**src/hw/tsc_pkg.sv**
```systemverilog
// Purpose: shared constants and types for the touch controller
//          reset and startup sequencer, device end and host end
// Assumes: one 100 MHz clock on both ends
// Notes:   times are kept in their own unit, counts derived from them
package tsc_pkg;

    localparam int CLK_PERIOD_NS  = 10;
    localparam int CYC_PER_MS     = 1000000 / CLK_PERIOD_NS;

    // least reset pulse, rounded up to whole cycles
    localparam int RST_MIN_NS     = 90;
    localparam int RST_MIN_CYC    =
        (RST_MIN_NS + CLK_PERIOD_NS - 1) / CLK_PERIOD_NS;

    // startup delays after hardware and software reset
    localparam int HW_READY_MS    = 135;
    localparam int SW_READY_MS    = 165;
    localparam int MAX_HW_READY_MS = 450;
    localparam int SELF_TEST_MS   = MAX_HW_READY_MS - HW_READY_MS;
    localparam int NOTIFY_FLOAT_MS = 100;
    localparam int IO_LAG_MAX_MS  = 10;

    localparam int HW_READY_CYC   = HW_READY_MS * CYC_PER_MS;
    localparam int SW_READY_CYC   = SW_READY_MS * CYC_PER_MS;
    localparam int SELF_TEST_CYC  = SELF_TEST_MS * CYC_PER_MS;
    localparam int NOTIFY_FLOAT_CYC = NOTIFY_FLOAT_MS * CYC_PER_MS;
    localparam int IO_LAG_MAX_CYC = IO_LAG_MAX_MS * CYC_PER_MS;

    // host side supply ramp allowances
    localparam int ANALOG_LAG_CYC = 1000;
    localparam int SETTLE_CYC     = 1000;

    localparam int CNT_W          = 32;
    localparam int RST_CNT_W      = 8;

    // device link inputs after the synchroniser
    localparam int DEV_IN_W       = 6;
    localparam logic [5:0] DEV_IN_RST = 6'h00;
    localparam int HOST_IN_W      = 3;
    localparam logic [2:0] HOST_IN_RST = 3'h6;

    typedef enum logic [2:0] {
        TSC_HOLD,
        TSC_FLOAT,
        TSC_BOOT,
        TSC_TEST,
        TSC_RUN
    } tsc_dev_st_t;

    typedef enum logic [2:0] {
        TSC_H_OFF,
        TSC_H_CORE,
        TSC_H_SETTLE,
        TSC_H_RUN,
        TSC_H_PULSE
    } tsc_host_st_t;

endpackage

```
**src/hw/tsc_link_if.sv**
```systemverilog
// Purpose: link between host controller and touch controller
// Assumes: notify lines are open drain with pull-ups to io supply
// Notes:   wire level is resolved here from the device enables
`timescale 1ns/1ns
interface tsc_link_if;
    logic reset_n;
    logic sw_reset;
    logic msg_ack;
    logic core_supply_ok;
    logic analog_supply_ok;
    logic io_supply_ok;
    logic notify_i2c_o;
    logic notify_i2c_oe_n;
    logic notify_spi_o;
    logic notify_spi_oe_n;
    logic reset_flag;
    logic host_notify_i2c_n;
    logic host_notify_spi_n;

    // pull-up wins while the device leaves the line as input
    assign host_notify_i2c_n = notify_i2c_oe_n ? 1'b1 : notify_i2c_o;
    assign host_notify_spi_n = notify_spi_oe_n ? 1'b1 : notify_spi_o;

    modport device (
        input  reset_n, sw_reset, msg_ack,
        input  core_supply_ok, analog_supply_ok, io_supply_ok,
        output notify_i2c_o, notify_i2c_oe_n,
        output notify_spi_o, notify_spi_oe_n, reset_flag
    );

    modport host (
        output reset_n, sw_reset, msg_ack,
        output core_supply_ok, analog_supply_ok, io_supply_ok,
        input  host_notify_i2c_n, host_notify_spi_n, reset_flag
    );
endinterface

```
**src/hw/tsc_sync.sv**
```systemverilog
// Purpose: two flip-flop synchroniser for a group of levels
// Assumes: each bit is an independent level
// Notes:   reset value is a constant chosen by the instance
`timescale 1ns/1ns
module tsc_sync #(
    parameter int             W       = 1,
    parameter logic [W-1:0]   RST_VAL = '0
) (
    input  wire logic         sys_clk_in,
    input  wire logic         arst_n_in,
    input  wire logic [W-1:0] async_in,
    output logic      [W-1:0] sync_out
);
    typedef struct packed {
        logic [W-1:0] meta;
        logic [W-1:0] sync;
    } tsc_sync_st_t;

    tsc_sync_st_t q_ff;
    tsc_sync_st_t nxt_q;

    if (W < 1) begin : g_chk
        $error("tsc_sync width must be at least one");
    end

    always_comb begin
        nxt_q      = q_ff;
        nxt_q.meta = async_in;
        nxt_q.sync = q_ff.meta;
    end

    always_ff @(posedge sys_clk_in or negedge arst_n_in) begin
        if (!arst_n_in) begin
            q_ff <= {RST_VAL, RST_VAL};
        end else begin
            q_ff <= nxt_q;
        end
    end

    assign sync_out = q_ff.sync;
endmodule

```
**src/hw/tsc_dev_end.sv**
```systemverilog
// Purpose: touch controller reset and startup sequencer, device end
// Assumes: core supply good acts as the internal power-on reset
// Notes:   long delays are parameters so simulation can shorten them
// Functional notes
// [RQ1] host holds reset low while supplies ramp
// [RQ2] host releases reset after supplies nominal
// [RQ3] io supply never enabled after core supply
// [RQ4] ready 135 to 450 ms after power-up
// [RQ5] init stalls and stays silent without supplies
// [RQ6] late analog supply needs host recovery
// [RQ7] reset needs low pulse of 90 ns
// [RQ8] ready 135 to 450 ms after pin release
// [RQ9] software reset, ready 165 to 480 ms later
// [RQ10] reset flag set when reset completes
// [RQ11] notify lines driven low after reset
// [RQ12] notify lines float about 100 ms
// [RQ13] optional power-on self test runs
// [RQ14] io supply within 10 ms of core
// [RQ15] internal power-on reset boots delayed io case
// [RQ16] host controls supplies and reset line
// [RQ17] internal reset held until both released
`timescale 1ns/1ns
module tsc_dev_end
    import tsc_pkg::*;
#(
    parameter int HW_READY_CYCLES  = HW_READY_CYC,
    parameter int SW_READY_CYCLES  = SW_READY_CYC,
    parameter int SELF_TEST_CYCLES = SELF_TEST_CYC,
    parameter int FLOAT_CYCLES     = NOTIFY_FLOAT_CYC
) (
    input  wire logic  sys_clk_in,
    input  wire logic  arst_n_in,
    tsc_link_if.device link,
    input  wire logic  spi_notify_en_in,
    input  wire logic  self_test_en_in,
    output logic       ready_out,
    output logic       self_test_run_out,
    output logic       reset_flag_out
);
    typedef struct packed {
        tsc_dev_st_t          st;
        logic [CNT_W-1:0]     cnt;
        logic [RST_CNT_W-1:0] low_cnt;
        logic                 pin_rst;
        logic                 sw_prev;
        logic                 sw_boot;
        logic                 flag;
        logic                 i2c_o;
        logic                 i2c_oe_n;
        logic                 spi_o;
        logic                 spi_oe_n;
        logic                 ready;
        logic                 test_run;
    } tsc_dev_q_t;

    tsc_dev_q_t       q_ff;
    tsc_dev_q_t       nxt_q;
    logic [DEV_IN_W-1:0] raw_in;
    logic [DEV_IN_W-1:0] syn_in;
    logic             rst_pin_n;
    logic             sw_lvl;
    logic             ack_lvl;
    logic             core_ok;
    logic             analog_ok;
    logic             io_ok;
    logic             all_ok;
    logic             sw_cmd;
    logic             por;
    logic [CNT_W-1:0] boot_end;

    if (FLOAT_CYCLES < 1 || HW_READY_CYCLES <= FLOAT_CYCLES ||
        SW_READY_CYCLES <= FLOAT_CYCLES || SELF_TEST_CYCLES < 1) begin : g_chk
        $error("tsc_dev_end delay parameters out of range");
    end
    if (RST_MIN_CYC >= (1 << RST_CNT_W)) begin : g_chk_rst
        $error("tsc_dev_end reset filter counter too narrow");
    end

    assign raw_in = {link.reset_n, link.sw_reset, link.msg_ack,
                     link.core_supply_ok, link.analog_supply_ok,
                     link.io_supply_ok};

    tsc_sync #(
        .W       (DEV_IN_W),
        .RST_VAL (DEV_IN_RST)
    ) u_sync (
        .sys_clk_in (sys_clk_in),
        .arst_n_in  (arst_n_in),
        .async_in   (raw_in),
        .sync_out   (syn_in)
    );

    assign rst_pin_n = syn_in[5];
    assign sw_lvl    = syn_in[4];
    assign ack_lvl   = syn_in[3];
    assign core_ok   = syn_in[2];
    assign analog_ok = syn_in[1];
    assign io_ok     = syn_in[0];

    always_comb begin
        nxt_q    = q_ff;
        all_ok   = core_ok & analog_ok & io_ok;
        // [RQ15] core supply loss acts as power-on reset
        por      = ~core_ok;
        sw_cmd   = sw_lvl & ~q_ff.sw_prev;
        boot_end = q_ff.sw_boot ? CNT_W'(SW_READY_CYCLES - 1)
                                : CNT_W'(HW_READY_CYCLES - 1);
        nxt_q.sw_prev = sw_lvl;

        // [RQ7] ignore pin lows shorter than minimum
        if (rst_pin_n) begin
            nxt_q.low_cnt = '0;
            nxt_q.pin_rst = 1'b0;
        end else if (q_ff.low_cnt < RST_CNT_W'(RST_MIN_CYC)) begin
            nxt_q.low_cnt = q_ff.low_cnt + RST_CNT_W'(1);
            nxt_q.pin_rst = q_ff.pin_rst ||
                (q_ff.low_cnt + RST_CNT_W'(1)) >= RST_CNT_W'(RST_MIN_CYC);
        end

        case (q_ff.st)
            TSC_HOLD: begin
                nxt_q.cnt = '0;
                // [RQ17] wait for both resets released
                if (!por && !q_ff.pin_rst) begin
                    nxt_q.st = TSC_FLOAT;
                end
            end
            TSC_FLOAT: begin
                // [RQ5] count stalls while a supply is missing
                if (all_ok) begin
                    nxt_q.cnt = q_ff.cnt + CNT_W'(1);
                    // [RQ12] lines left as inputs this long
                    if (q_ff.cnt == CNT_W'(FLOAT_CYCLES - 1)) begin
                        nxt_q.st       = TSC_BOOT;
                        nxt_q.i2c_o    = 1'b1;
                        nxt_q.i2c_oe_n = 1'b0;
                        nxt_q.spi_o    = 1'b1;
                        nxt_q.spi_oe_n = ~spi_notify_en_in;
                    end
                end
            end
            TSC_BOOT: begin
                // [RQ5] silent toward host while stalled
                nxt_q.i2c_oe_n = ~all_ok;
                nxt_q.spi_oe_n = ~(all_ok & spi_notify_en_in);
                if (all_ok) begin
                    nxt_q.cnt = q_ff.cnt + CNT_W'(1);
                    // [RQ8] startup delay ends here
                    if (q_ff.cnt >= boot_end) begin
                        nxt_q.cnt = '0;
                        // [RQ13] optional self test before ready
                        if (self_test_en_in) begin
                            nxt_q.st       = TSC_TEST;
                            nxt_q.test_run = 1'b1;
                        end else begin
                            nxt_q.st = TSC_RUN;
                        end
                    end
                end
            end
            TSC_TEST: begin
                nxt_q.i2c_oe_n = ~all_ok;
                nxt_q.spi_oe_n = ~(all_ok & spi_notify_en_in);
                if (all_ok) begin
                    nxt_q.cnt = q_ff.cnt + CNT_W'(1);
                    // [RQ4] self test stretches to the upper bound
                    if (q_ff.cnt == CNT_W'(SELF_TEST_CYCLES - 1)) begin
                        nxt_q.st       = TSC_RUN;
                        nxt_q.test_run = 1'b0;
                    end
                end
            end
            TSC_RUN: begin
                nxt_q.i2c_oe_n = 1'b0;
                nxt_q.spi_oe_n = ~spi_notify_en_in;
                // host read of the message clears flag and lines
                if (ack_lvl) begin
                    nxt_q.flag  = 1'b0;
                    nxt_q.i2c_o = 1'b1;
                    nxt_q.spi_o = 1'b1;
                end
            end
            default: begin
                nxt_q.st = TSC_HOLD;
            end
        endcase

        // entry into run: flag set wins over an ack this cycle
        if (q_ff.st != TSC_RUN && nxt_q.st == TSC_RUN) begin
            nxt_q.ready = 1'b1;
            // [RQ10] reset complete flag
            nxt_q.flag  = 1'b1;
            // [RQ11] announce pending message
            nxt_q.i2c_o = 1'b0;
            nxt_q.spi_o = 1'b0;
        end

        // [RQ9] software command restarts the sequence
        if (por || nxt_q.pin_rst || sw_cmd) begin
            nxt_q.st       = TSC_HOLD;
            nxt_q.cnt      = '0;
            nxt_q.sw_boot  = sw_cmd & ~por & ~nxt_q.pin_rst;
            nxt_q.flag     = 1'b0;
            nxt_q.ready    = 1'b0;
            nxt_q.test_run = 1'b0;
            // [RQ12] lines released during reset
            nxt_q.i2c_o    = 1'b1;
            nxt_q.i2c_oe_n = 1'b1;
            nxt_q.spi_o    = 1'b1;
            nxt_q.spi_oe_n = 1'b1;
        end
    end

    always_ff @(posedge sys_clk_in or negedge arst_n_in) begin
        if (!arst_n_in) begin
            q_ff.st       <= TSC_HOLD;
            q_ff.cnt      <= '0;
            q_ff.low_cnt  <= '0;
            q_ff.pin_rst  <= 1'b1;
            q_ff.sw_prev  <= 1'b0;
            q_ff.sw_boot  <= 1'b0;
            q_ff.flag     <= 1'b0;
            q_ff.i2c_o    <= 1'b1;
            q_ff.i2c_oe_n <= 1'b1;
            q_ff.spi_o    <= 1'b1;
            q_ff.spi_oe_n <= 1'b1;
            q_ff.ready    <= 1'b0;
            q_ff.test_run <= 1'b0;
        end else begin
            q_ff <= nxt_q;
        end
    end

    assign link.notify_i2c_o    = q_ff.i2c_o;
    assign link.notify_i2c_oe_n = q_ff.i2c_oe_n;
    assign link.notify_spi_o    = q_ff.spi_o;
    assign link.notify_spi_oe_n = q_ff.spi_oe_n;
    assign link.reset_flag      = q_ff.flag;
    assign ready_out            = q_ff.ready;
    assign self_test_run_out    = q_ff.test_run;
    assign reset_flag_out       = q_ff.flag;
endmodule

```
**src/flat_wrapper.sv**
```systemverilog
// flat-port wrapper written by rule: the top's interface ports become plain ports
module tsc_dev_end_flat import tsc_pkg::*;
#(
    parameter int HW_READY_CYCLES  = HW_READY_CYC,
    parameter int SW_READY_CYCLES  = SW_READY_CYC,
    parameter int SELF_TEST_CYCLES = SELF_TEST_CYC,
    parameter int FLOAT_CYCLES     = NOTIFY_FLOAT_CYC
)
  (sys_clk_in, arst_n_in, spi_notify_en_in, self_test_en_in, ready_out, self_test_run_out, reset_flag_out, link_reset_n, link_sw_reset, link_msg_ack, link_core_supply_ok, link_analog_supply_ok, link_io_supply_ok, link_notify_i2c_o, link_notify_i2c_oe_n, link_notify_spi_o, link_notify_spi_oe_n, link_reset_flag);
  tsc_link_if link_i ();
  input  wire logic sys_clk_in;
  input  wire logic arst_n_in;
  input  wire logic spi_notify_en_in;
  input  wire logic self_test_en_in;
  output logic ready_out;
  output logic self_test_run_out;
  output logic reset_flag_out;
  input wire logic [$bits(link_i.reset_n)-1:0] link_reset_n;
  input wire logic [$bits(link_i.sw_reset)-1:0] link_sw_reset;
  input wire logic [$bits(link_i.msg_ack)-1:0] link_msg_ack;
  input wire logic [$bits(link_i.core_supply_ok)-1:0] link_core_supply_ok;
  input wire logic [$bits(link_i.analog_supply_ok)-1:0] link_analog_supply_ok;
  input wire logic [$bits(link_i.io_supply_ok)-1:0] link_io_supply_ok;
  output wire logic [$bits(link_i.notify_i2c_o)-1:0] link_notify_i2c_o;
  output wire logic [$bits(link_i.notify_i2c_oe_n)-1:0] link_notify_i2c_oe_n;
  output wire logic [$bits(link_i.notify_spi_o)-1:0] link_notify_spi_o;
  output wire logic [$bits(link_i.notify_spi_oe_n)-1:0] link_notify_spi_oe_n;
  output wire logic [$bits(link_i.reset_flag)-1:0] link_reset_flag;
  assign link_i.reset_n = link_reset_n;
  assign link_i.sw_reset = link_sw_reset;
  assign link_i.msg_ack = link_msg_ack;
  assign link_i.core_supply_ok = link_core_supply_ok;
  assign link_i.analog_supply_ok = link_analog_supply_ok;
  assign link_i.io_supply_ok = link_io_supply_ok;
  assign link_notify_i2c_o = link_i.notify_i2c_o;
  assign link_notify_i2c_oe_n = link_i.notify_i2c_oe_n;
  assign link_notify_spi_o = link_i.notify_spi_o;
  assign link_notify_spi_oe_n = link_i.notify_spi_oe_n;
  assign link_reset_flag = link_i.reset_flag;
  tsc_dev_end #(.HW_READY_CYCLES(HW_READY_CYCLES), .SW_READY_CYCLES(SW_READY_CYCLES), .SELF_TEST_CYCLES(SELF_TEST_CYCLES), .FLOAT_CYCLES(FLOAT_CYCLES)) u_core (.sys_clk_in(sys_clk_in), .arst_n_in(arst_n_in), .link(link_i), .spi_notify_en_in(spi_notify_en_in), .self_test_en_in(self_test_en_in), .ready_out(ready_out), .self_test_run_out(self_test_run_out), .reset_flag_out(reset_flag_out));
endmodule
```
**config.mk**
```make
export PLATFORM = sky130hd
export DESIGN_NAME = tsc_dev_end_flat
export DESIGN_NICKNAME = d
export VERILOG_FILES = /design/src/hw/tsc_pkg.sv /design/src/hw/tsc_link_if.sv /design/src/hw/tsc_sync.sv /design/src/hw/tsc_dev_end.sv /design/src/flat_wrapper.sv
export SDC_FILE = /design/constraint.sdc
export NUM_CORES = 1
export LEC_CHECK = 0
export BUFFER_PORTS_ARGS = -buffer_cell sky130_fd_sc_hd__buf_2
export CORE_MARGIN = 2
export CORE_UTILIZATION = 29
export CTS_BUF_LIST = sky130_fd_sc_hd__clkbuf_4
export DETAILED_ROUTE_END_ITERATION = 16
export PLACE_DENSITY = 0.56
export SLEW_MARGIN = 20
export SYNTH_ARGS = -nofsm -noshare
export SYNTH_HDL_FRONTEND = slang
export SYNTH_SLANG_ARGS = --single-unit
```
**constraint.sdc**
```tcl
create_clock -name sys_clk_in -period 2.4 [get_ports sys_clk_in]
set_input_delay 0.24 -clock sys_clk_in [delete_from_list [all_inputs] [get_ports sys_clk_in]]
set_output_delay 0.24 -clock sys_clk_in [all_outputs]
set_load 0.01 [all_outputs]
```
## Word level (Yosys, flattened, before mapping)

Index checks and enable logic that the tools add are counted.

| operators by class | value |
|---|---|
| add/subtract/negate cells | 2 |
| $lt $le $gt $ge | 3 |
| equal/unequal tests | 18 |
| muxes and demuxes | 33 |
| bitwise operators | 12 |
| reductions and logical operators | 21 |

Operators by type and width:

| kind | number |
|---|---|
| $mux 35 | 5 |
| $pmux 32 s4 | 1 |
| $add 32x1->32 const B | 1 |
| $eq 32x24->1 const B | 1 |
| $eq 32x25->1 const B | 1 |
| $ge 32x32->1 | 1 |
| $mux 22 | 1 |
| $mux 9 | 2 |
| $ne 3x1->1 const B | 6 |
| $pmux 3 s5 | 1 |
| $mux 3 | 4 |
| $mux 1 | 9 |
| $reduce_bool 3->1 | 3 |
| $add 8x1->8 const B | 1 |
| $ge 8x4->1 const B | 1 |
| $lt 8x4->1 const B | 1 |
| $mux 4 | 2 |
| $ne 4x1->1 const B | 2 |
| $reduce_and 4->1 | 2 |
| $reduce_bool 4->1 | 2 |
| $mux 7 | 1 |
| $and 1x1->1 | 6 |
| $eq 3x2->1 const B | 2 |
| $eq 3x3->1 const B | 2 |
| other kinds (18) | 31 |

| storage, ports and cells | value |
|---|---|
| bits in registers | 65 |
| input bits | 10 |
| logic and storage cells | 104 |

## Longest topological paths before layout

Gate-level depths: netlist of run 1.

| logic depth | value |
|---|---|
| word-level depth | 9 |
| gate-level depth with buffers | 9 |
| mapped depth without buffers | 8 |

## By module

From an unflattened synthesis of run 1, not the netlist that was laid out.

| unflattened totals | value |
|---|---|
| cells, all modules | 339 |
| area, all modules | 3462.1 sq um |

By module, submodules not included:

| module | times used | cells each | area each (sq um) |
|---|---|---|---|
| tsc_dev_end | 1 | 327 | 3161.8 |
| tsc_sync | 1 | 12 | 300.3 |

## Least setup slack after synthesis of run 1

OpenSTA, ideal clock, no wires.

| timing | value |
|---|---|
| path kind | reg2reg |
| start | reg u_core.q_ff[47] (netlist bit) |
| end | reg u_core.q_ff[50] (netlist bit) |
| arrival | 2246 ps |
| setup slack | 28 ps |
| cell stages (with the launch flop) | 7 |
| buffers on the path | 0 |
| cells stage by stage | dfrtp_1 or4_1 or3_1 or3_4 o21ai_1 nor2_1 o311a_1 |

RTL lines:

| element | line | text |
|---|---|---|
| from (decl) | tsc_dev_end.sv:56 | `tsc_dev_q_t q_ff;` |
| from (signal assigned) | tsc_dev_end.sv:230 | `q_ff <= nxt_q;` |

## Worst setup path after layout of run 1

| timing | value |
|---|---|
| start | reg u_core.q_ff[47] (netlist bit) |
| end | reg u_core.q_ff[40] (netlist bit) |

| on the way | value |
|---|---|
| cells in the longest elaborated chain, start to end | 5 |

Ends and longest elaborated chain:

| element | line | text |
|---|---|---|
| $ge 32x32->1 | tsc_dev_end.sv:149 | `if (q_ff.cnt >= boot_end) begin` |
| $mux 35 | tsc_dev_end.sv:149 |  |
| $mux 35 | tsc_dev_end.sv:146 | `if (all_ok) begin` |
| $pmux 32 s4 | tsc_dev_end.sv:120 | `case (q_ff.st)` |
| $mux 35 | tsc_dev_end.sv:199 | `if (por \|\| nxt_q.pin_rst \|\| sw_cmd) begin` |

No other way between the ends. The select of a mux whose other input is x is not followed.
A chain may end at the register's enable or synchronous reset.

==> qor.csv, run 1 <==
metric,value,unit
gp_congestion,0.897,
vias,2974,
place_area,0.00404,sq mm
leakage,1.86,nW
antenna_found_initial,1,
cts-buffers-inserted,9,
dieArea,0.0132,sq mm
stdcell_area,0.00454,sq mm
worstPathArrival,2.82,ns
critPathLaunchType,flip-flop,
syn_nets,385,
layout_common_cells,"dfrtp_1 (60), buf_4 (35), nor2_1 (27)",
synthesis.instances,362,
violations,negative setup slack,
clk_latency,0.42,ns
outcome,"finished, violations left",
drtIter0Drc,189,
ys_ff_latch,64,
cts_tree,yes,
fin_nets,446,
synthDistinctLibCells,50,
synthArstFlopShare,100,%
wl_per_cell,14.7,um
power_density,463,mW/mm^2
h-tree-depth,3,
synth_edf_count,0,
drt-pass1-iter-count,4,
grt_max_degree,37,
start_util,29.7,%
timing.fmax,406,MHz
setup_tns,-1.01,ns
layoutNonFillerInstCount,576,
period_needed,2.46,ns
grt_pass1_wl,14100,um
ys.flop_type,dfrtp_1,
drt-total-wl,8480,um
pre_cts_slack,-0.0884,ns
root_buffer,clkbuf_4,
worstPathMaxFanout,8,
layout_commonest_cell,dfrtp_1,
ys_seq_area_share,45.1,%
synthTopCellsByArea,"dfrtp_1 (42%), xnor2_1 (6.4%), a311oi_1 (4.9%), ha_1 (4.6%), nor2_1 (3.8%)",
relSlewSlack,53.1,%
ioPinCount,18,
synth.avg_cell_area,9.84,sq um
port_buffers,17,
min_period_over_period,103,%
setup_viol,31,
required,2.75,ns
worst_slack,-0.0623,ns
core-area,0.0120,sq mm
hold_viol,0,
path_class,reg2reg,
ir_drop,0.238,mV
dp_cells,545,
holdWs,0.104,ns
crit_slowest_cell,or4_4,
ctsLongestPathBuffers,2,
crit_chain,or4_4 -> or3_4 -> or3_4 -> o31ai_4 -> nand3b_4 -> buf_6 -> buf_12 -> nor2_4,
viasPerCell,5.16,
grt-ovfl-total,0,
crit_top_cell,or3_4,
yosys.area.top_type,dfrtp_1,
slowest_delay,0.54,ns
yosys.area.top_type_share,42.1,%
finClkSkew,0.0151,ns
cp-end-kind,flip-flop,
grt_use_total,13.6,%
rsz0062_at_grt,yes,
drtAntennaViolNets,0,
drive_gt1_share,28.3,%
finalMaxSlewViolations,0,
clock-sinks,64,
area_growth,27.5,%
tightest_slew,0.703,ns
yosys_warnings,0,
hpwlAfterDp,5960,um
syn_area,0.00356,sq mm
row_count,40,
cap_violations,0,
grt_pass1_vias,2825,
die_y,115,um
clkTransAtPathRegs,0.12,ns
die-width,115,um
hp-class,in2reg,
drcViolationCount,0,
==> state kept, by name, indices dropped and copies added, names as in the netlist <==
register,flops
u_core.u_sync.sync_out,6
u_core.q_ff,46
u_core.self_test_run_out,1
u_core.u_sync.nxt_q,6
u_core.link.reset_flag,1
u_core.link.notify_i2c_oe_n,1
u_core.link.notify_spi_oe_n,1
u_core.ready_out,1
u_core.link.notify_spi_o,1
==> power by group <==
part	switching, mW	internal (mW)	leakage, nW	total (mW)
Clock	0.403	0.414	0.0848	0.817
Sequential	0.0167	1.10	0.846	1.11
Combinational	0.0984	0.0718	0.925	0.170
==> kinds of logic (layout without fill, tap and decap cells) <==
logic type	count (synthesis)	count (layout)	share of synthesized area (%)
fa+ha+maj	13	13	4.57
compound gates	61	61	13.5
simple gates	161	161	24.4
flops	64	64	45.1
mux	2	2	0.562
buf+inv	28	94	3.79
other cells	0	1	0
xor+xnor	33	33	8.11
==> worst max-delay path: cells and delay by family (launching register included) <==
kind                   cells  cell delay (ns)
buffers and inverters      2             0.31
AO/OA/AOI/OAI              1             0.22
flip-flops                 1             0.40
AND/OR/NAND/NOR            5             1.47
==> cell usage after synthesis (2+ instances only) <==
master     instances
a211o_1            2
a211oi_1           2
a21o_1             2
a21oi_1            9
a311oi_1          20
a31oi_1            3
and3_1             5
and4b_1            3
buf_4              2
buf_6              3
clkbuf_1          11
dfrtp_1           60
dfstp_2            4
ha_1              13
inv_1             12
mux2i_1            2
nand2_1           24
nand2b_1           4
nand3_1           19
nand4_1           15
nor2_1            36
nor2_2            20
nor2b_1            6
nor3_1             9
nor3b_1            3
nor4_1             3
o2111ai_1          2
o211a_1            3
o211ai_1           3
o21a_1             3
o21ai_0            3
o21ai_1            2
or2_2              3
or3_1              3
or4_1              2
xnor2_1           26
xor2_1             7
==> repair_timing <==
| action | in CTS | in global routing |
|---|---|---|
| hold buffers | 7 | 0 |
| endpoints found under the setup margin | 38 | 35 |
| buffers inserted | 4 | 1 |
| resized for setup | 19 | 22 |
| endpoints found under the hold margin | 34 | 0 |
| cloned | 2 | 0 |
| pin swaps | 18 | 3 |
==> metrics by stage <==
stage | total power [mW] | util (%)
after global routing | 2.20 | 37.8
after CTS | 2.13 | 36.8
after detailed placement | 1.28 | 33.6
final | 2.10 | 37.8
after global placement | 1.27 | 33.6
after floorplan | 1.21 | -
==> area by class of cell <==
type	instances	area (sq um)
Antenna cell	1	2.50
Clock buffer	9	67.6
Clock inverter	7	86.3
Fill cell	1202	7470
Inverter	12	45.0
Multi-Input combinational cell	270	1990
Sequential cell	64	1610
Tap cell	147	184
Timing Repair Buffer	66	561
==> per-layer routing <==
metal  GRT usage, %  up-vias  routed length, um
met5              0        -                  0
met4           5.06        0                136
met3           3.64       10                316
met2           21.1       52               3930
met1           18.3     1480               4090
li1               -     1432                  -
==> final timing paths <==
path	startpoint	cells past startpoint	slack [ns]	end
max	u_core.q_ff[47]$_DFFE_PN0P_	8	-0.06	u_core.q_ff[40]$_DFFE_PN0P_
min	spi_notify_en_in	4	0.10	u_core.link.notify_spi_oe_n$_DFFE_PN1P_
max reg2reg	u_core.q_ff[47]$_DFFE_PN0P_	8	-0.06	u_core.q_ff[40]$_DFFE_PN0P_
min reg2reg	u_core.u_sync.nxt_q[2]$_DFF_PN0_	0	0.35	u_core.u_sync.sync_out[2]$_DFF_PN0_
max in group asynchronous	arst_n_in	3	1.30	u_core.link.notify_i2c_oe_n$_DFFE_PN1P_
min in group asynchronous	arst_n_in	2	0.40	u_core.q_ff[35]$_DFFE_PN0P_
Note: power is estimated with default switching activity, not from simulation.
==> run 2, diff against run 1 <==
--- a/config.mk
+++ b/config.mk
@@ -14,4 +14,5 @@
 export SLEW_MARGIN = 20
 export SYNTH_ARGS = -nofsm -noshare
 export SYNTH_HDL_FRONTEND = slang
+export SYNTH_HIERARCHICAL = 1
 export SYNTH_SLANG_ARGS = --single-unit
==> qor.csv, run 2 <==
metric,value,unit,change
outcome,"finished, violations left",,
violations,design-rule violations,,
cts-buffers-inserted,9,,unchanged
crit_slowest_cell,or4_1,,
wl_per_cell,14.0,um,-4.6%
area_growth,16.5,%,
h-tree-depth,3,,unchanged
die_y,113,um,-1.4%
layoutNonFillerInstCount,529,,-8.2%
drtIter0Drc,150,,-21%
ioPinCount,18,,unchanged
seqPwrFrac,56.2,%,+3.2 points
dieArea,0.0128,sq mm,-2.7%
critPathLaunchType,flip-flop,,
fin_nets,404,,-9.4%
netSwitchingFraction,26.0,%,+1.3 points
yosys-top-cells-count,"dfrtp_1 (60), nor2_1 (43), nand2_1 (31), xor2_1 (20), a21oi_1 (14)",,
leakage,1.68,nW,-9.4%
drive_gt1_share,22.0,%,-6.3 points
antenna_cells,0,,-1
min_period_over_period,94.5,%,-8.1 points
synthTopCellsByArea,"dfrtp_1 (43%), xor2_1 (5.1%), ha_1 (4.7%), nor2_1 (4.7%), nand2_1 (3.4%)",,
setup_tns,0,ns,+1.01 ns
required,2.75,ns,about the same
multi_input_area,0.00176,sq mm,-11%
pre_cts_slack,-0.133,ns,-0.0446 ns
hp-class,in2reg,,
yosys_warnings,6,,+6
setup_viol,0,,-100%
worstPathArrival,2.62,ns,-0.20 ns
rsz0062_at_grt,no,,
die-width,113,um,-1.4%
grt_use_total,12.7,%,-0.96 points
tightest_slew,0.495,ns,-0.208 ns
drtAntennaViolNets,0,,unchanged
ys_seq_area_share,46.4,%,+1.3 points
cp-end-kind,flip-flop,,
drcViolationCount,2,,+2
holdWs,0.116,ns,+0.0120 ns
grt-ovfl-total,0,,unchanged
grt_max_degree,25,,-32%
finalMaxSlewViolations,0,,unchanged
root_buffer,clkbuf_4,,
synth_most_common_cell,dfrtp_1,,
synth_edf_count,0,,unchanged
worst_slack,0.131,ns,+0.194 ns
gp_congestion,0.813,,-9.3%
grt_pass1_wl,12800,um,-9.1%
clkTransAtPathRegs,0.12,ns,about the same
layout_commonest_cell,dfrtp_1,,
dp_cells,505,,-7.3%
path_class,reg2reg,,
row_count,39,,-2.5%
pwr-share-comb,6.4,%,-1.7 points
ys_ff_latch,64,,unchanged
synth.avg_cell_area,10.2,sq um,+3.8%
syn_nets,362,,-6.0%
switching_power,0.513,mW,-0.98%
slowest_delay,0.58,ns,+0.04 ns
pwr-share-clk,37.3,%,-1.6 points
crit_top_cell,nor4_4,,
vias,2612,,-12%
antenna_found_initial,0,,-1
largest_register_ffs,46,,unchanged
synthDistinctLibCells,57,,+14%
port_buffers,17,,unchanged
hpwlAfterDp,5500,um,-7.7%
ctsLongestPathBuffers,2,,unchanged
viasPerCell,4.94,,-4.4%
timing.fmax,441,MHz,+8.5%
power_density,490,mW/mm^2,+5.9%
start_util,30.1,%,+0.41 points
ir_drop,0.185,mV,-22%
yosys.area.top_type,dfrtp_1,,
worstPathMaxFanout,6,,-2
top_register,u_core/q_ff,,
crit_chain,or4_1 -> nor4_4 -> nand4_1 -> buf_4 -> nor4_4 -> nand2_1 -> a211oi_1,,
hold_viol,0,,unchanged
drt-pass1-iter-count,10,,+6
grt_pass1_vias,2625,,-7.1%
clk_latency,0.43,ns,about the same
finClkSkew,0.0188,ns,+0.00376 ns
cts_tree,yes,,
layout_common_cells,"dfrtp_1 (59), nor2_1 (43), nand2_1 (31)",,
clock-sinks,64,,unchanged
syn_area,0.00346,sq mm,-2.8%
period_needed,2.27,ns,-0.194 ns
cap_violations,0,,unchanged
ff_latch_area,0.00161,sq mm,about the same
synthArstFlopShare,100,%,unchanged
p_int,1.46,mW,-7.5%
relSlewSlack,66.8,%,+14 points
synthesis.instances,339,,-6.4%
ys.flop_type,dfrtp_1,,
fill_cells,1166,,-3.0%
yosys.area.top_type_share,43.4,%,+1.2 points
core-area,0.0115,sq mm,-4.1%
drt-total-wl,7430,um,-12%
## run 2: cell types whose count changed in the layout (fill, tap and decap cells not counted), moves of 13 or more
| cell | delta |
|---|---|
| nor2_1 | +16 |
| buf_4 | -21 |
| xor2_1 | +13 |
| nor2_4 | -21 |
| a311oi_1 | -17 |
| xnor2_1 | -13 |
## run 2: path summary, 6_finish.rpt
kind                       cells after the start                                 endpoint  slack (ns)                             start
hold / removal                                 3     u_core/self_test_run_out$_DFFE_PN0P_        0.12                   self_test_en_in
hold reg to reg                                0      u_core/u_sync/sync_out[1]$_DFF_PN0_        0.35  u_core/u_sync/nxt_q[1]$_DFF_PN0_
max in group asynchronous                      3  u_core/link.notify_i2c_oe_n$_DFFE_PN1P_        1.38                         arst_n_in
setup reg to reg                               7                u_core/q_ff[51]$_DFF_PN0_        0.13       u_core/q_ff[29]$_DFFE_PN0P_
min in group asynchronous                      2              u_core/q_ff[12]$_DFFE_PN0P_        0.27                         arst_n_in
setup / recovery                               7                u_core/q_ff[51]$_DFF_PN0_        0.13       u_core/q_ff[29]$_DFFE_PN0P_
## run 2: layout make-up
class                      instances  area share [%]
tap                              143            4.44
inverter                          12            1.12
clock inverter                     7            1.77
multi-input combinational        254            43.7
sequential                        64            39.9
clock buffer                       9            1.68
timing repair buffer              40            7.45
## run 2: logic make-up (layout without fill, tap and decap cells)
logic type,after synthesis,after routing,share of synthesized area (%)
buffers and inverters,21,68,3.47
AO/OA/AOI/OAI,44,44,9.87
adder cells (fa/ha/maj),13,13,4.70
multiplexers,1,1,0.289
flip-flops,64,64,46.4
AND/OR/NAND/NOR,163,163,26.9
XOR/XNOR,33,33,8.35
## run 2: metrics by stage
step                util (%)  area (sq um)  power, mW
finish                  35.0          4030       1.98
global route            35.0          4030       2.08
CTS                     34.9          4020       2.02
detailed placement      32.9          3790       1.25
global placement        32.9          3790       1.25
floorplan                  -          3460       1.20
## run 2: power groups by stage
stage,clock network [mW],logic (mW),registers [mW]
5_1_grt,0.815,0.147,1.11
4_1_cts,0.778,0.130,1.11
6_report,0.738,0.127,1.11
2_1_floorplan,0,0.0689,1.13
3_3_place_gp,0,0.118,1.13
3_5_place_dp,0,0.121,1.13
## run 2: timing repair
action	4_1_cts	5_1_grt
pin swaps	1	1
buffers inserted	0	1
gates cloned	0	0
resized for setup	2	2
hold buffers	7	0
setup endpoints to repair	4	15
endpoints found under the hold margin	23	0
## run 2: metal layers
metal	part of all wire, %	GRT usage, %	vias to the layer above
met1	47	15.8	1280
met2	48	20.3	33
met5	0	0	-
met4	2.1	5.61	0
li1	-	-	1285
met3	3.1	3.80	14
## run 2: critical path: cells and delay by family, from the launching register on
kind,cells,cell delay [ns]
flops,1,0.47
simple gates,5,1.32
compound gates,1,0.23
buf+inv,1,0.18
==> run 3, diff against run 2 <==
--- a/config.mk
+++ b/config.mk
@@ -6,10 +6,10 @@
 export NUM_CORES = 1
 export LEC_CHECK = 0
 export BUFFER_PORTS_ARGS = -buffer_cell sky130_fd_sc_hd__buf_2
-export CORE_MARGIN = 2
 export CORE_UTILIZATION = 29
 export CTS_BUF_LIST = sky130_fd_sc_hd__clkbuf_4
 export DETAILED_ROUTE_END_ITERATION = 16
+export MAX_ROUTING_LAYER = met4
 export PLACE_DENSITY = 0.56
 export SLEW_MARGIN = 20
 export SYNTH_ARGS = -nofsm -noshare
==> constraint.sdc (replaced) <==
create_clock -name sys_clk_in -period 2.4 [get_ports sys_clk_in]
set_input_delay 0.24 -clock sys_clk_in [delete_from_list [all_inputs] [get_ports sys_clk_in]]
set_output_delay 0.24 -clock sys_clk_in [all_outputs]
set_load 0.005 [all_outputs]
==> qor.csv, run 3 (synthesis results as in run 2) <==
metric,value,unit,change
outcome,"finished, violations left",,
violations,design-rule violations,,
ioPinCount,18,,unchanged
grt.met1_usage,16.1,%,+0.23 points
holdPathStages,3,,unchanged
r2r_cells,8,,+1
area_growth,17.4,%,
finalMaxSlewViolations,0,,unchanged
core-area,0.0115,sq mm,unchanged
ir_drop,0.276,mV,+49%
antenna_found_initial,0,,unchanged
clock-sinks,64,,unchanged
ctsLongestPathBuffers,2,,unchanged
antenna_cells,0,,unchanged
vias,2571,,-1.6%
worstPathArrival,2.62,ns,about the same
ff_latch_area,0.00161,sq mm,about the same
min_period_over_period,94.3,%,-0.19 points
finClkSkew,0.0143,ns,-0.00448 ns
grt_pass1_vias,2638,,+0.50%
power_density,506,mW/mm^2,+3.2%
grtUsageMet3,3.83,%,+0.024 points
top_register,u_core/q_ff,,
multi_input_area,0.00177,sq mm,+0.64%
dieArea,0.0124,sq mm,-3.5%
fin_util,35.3,%,+0.28 points
cp-end-kind,flip-flop,,
hold_viol,0,,unchanged
worstHoldStart,spi_notify_en_in,,
grt-ovfl-total,0,,unchanged
clk_latency,0.42,ns,about the same
pre_cts_slack,-0.158,ns,-0.0254 ns
setup_tns,0,ns,unchanged
layout_common_cells,"dfrtp_1 (58), nor2_1 (43), nand2_1 (31)",,
stdcell_area,0.00407,sq mm,+0.81%
drcViolationCount,4,,+2
leakage,1.69,nW,+0.50%
whs_endpoint,u_core/link.notify_spi_oe_n$_DFFE_PN1P_,,
crit_slowest_cell,or4_1,,
gr-usage-met2,21.4,%,+1.1 points
total_power,2.06,mW,+4.0%
dp_cells,504,,-0.20%
die-width,111,um,-1.8%
drtAntennaViolNets,0,,unchanged
clkTransAtPathRegs,0.10,ns,-0.02 ns
layoutNonFillerInstCount,529,,unchanged
largest_register_ffs,46,,unchanged
h-tree-depth,3,,unchanged
holdWs,0.123,ns,+0.00694 ns
place_area,0.00378,sq mm,-0.20%
required,2.75,ns,about the same
fill_cells,1150,,-1.4%
rsz0062_at_grt,no,,
cts_tree,yes,,
grt_max_degree,26,,+4.0%
root_buffer,clkbuf_4,,
worstPathMaxFanout,5,,-1
port_buffers,17,,unchanged
setup.reg_to_reg.worst_slack,0.14,ns,about the same
grt_pass1_wl,12700,um,-1.2%
drtIter0Drc,144,,-4.0%
path_class,reg2reg,,
r2r_end,u_core/link.notify_spi_oe_n$_DFFE_PN1P_,,
start_util,30.1,%,unchanged
cap_violations,0,,unchanged
crit_chain,or4_1 -> nor4_4 -> nand4_1 -> buf_4 -> nor4_4 -> buf_4 -> a31o_2 -> o21bai_1,,
grt_use_total,13.4,%,+0.73 points
critPathLaunchType,flip-flop,,
viasPerCell,4.86,,-1.6%
cts-buffers-inserted,9,,unchanged
hpwlAfterDp,5340,um,-2.9%
period_needed,2.26,ns,-0.00460 ns
setup_viol,0,,unchanged
gp_congestion,0.804,,-1.1%
reg2reg_from,u_core/q_ff[26]$_DFFE_PN0P_,,
drt-pass1-iter-count,10,,unchanged
fin_nets,404,,unchanged
grt-busiest-layer,met2,,
worst_slack,0.136,ns,+0.00460 ns
layout_commonest_cell,dfrtp_1,,
tightest_slew,0.481,ns,-0.0135 ns
die_y,111,um,-1.8%
row_count,39,,unchanged
timing.fmax,442,MHz,+0.20%
relSlewSlack,67.7,%,+0.91 points
drive_gt1_share,22.8,%,+0.78 points
drt-total-wl,7310,um,-1.6%
wl_per_cell,13.8,um,-1.6%
hp-class,in2reg,,
slowest_delay,0.59,ns,about the same
run 3: worst max-delay path by stage:
stage                                startpoint                                      end  slack, ns  cells after the start
CTS                 u_core/q_ff[26]$_DFFE_PN0P_                u_core/q_ff[51]$_DFF_PN0_      0.008                      7
global placement    u_core/q_ff[26]$_DFFE_PN0P_                u_core/q_ff[50]$_DFF_PN0_      -0.14                      6
global route         u_core/q_ff[7]$_DFFE_PN0N_              u_core/q_ff[27]$_DFFE_PN0P_       0.03                      9
floorplan           u_core/q_ff[47]$_DFFE_PN0P_              u_core/q_ff[39]$_DFFE_PN0P_       0.35                      7
finish              u_core/q_ff[26]$_DFFE_PN0P_  u_core/link.notify_spi_oe_n$_DFFE_PN1P_       0.14                      8
detailed placement  u_core/q_ff[26]$_DFFE_PN0P_                u_core/q_ff[50]$_DFF_PN0_      -0.16                      6
run 3: worst max-delay path, delay by kind of cell, from the launching register on:
kind / cells / cell delay (ns)
and+or+nand+nor: 4 / 1.20
DFF: 1 / 0.46
buffers and inverters: 2 / 0.34
AOI/OAI and AO/OA: 2 / 0.21
run 3: power breakdown:
part	leakage [nW]	switching, mW	internal [mW]	total [mW]
clock	0.0800	0.388	0.429	0.817
combinational	0.767	0.0785	0.0497	0.128
sequential	0.843	0.0140	1.10	1.11
total	1.69	0.480	1.58	2.06
run 3: final cells by class:
cell class | instances | share of cell area [%]
clock inverters | 6 | 2.06
clock buffers | 10 | 1.85
flip-flops and latches | 64 | 39.6
inverters | 12 | 1.11
well taps | 143 | 4.40
repair buffers | 40 | 7.39
multi-input cells | 254 | 43.6
run 3: layer usage:
layer  routed length, um  vias to the layer above  share of wire, %
met5                   0                        -                 0
met4                  98                        0               1.3
met3                 248                       10               3.4
met2                3440                       35                47
met1                3510                     1249                48
li1                    -                     1277                 -
run 3: repair_timing:
action	CTS	global route
setup buffers	1	1
hold buffers	7	0
pin swaps	1	2
resized for setup	2	5
cloned	0	0
hold endpoints to repair	22	0
setup endpoints to repair	5	5
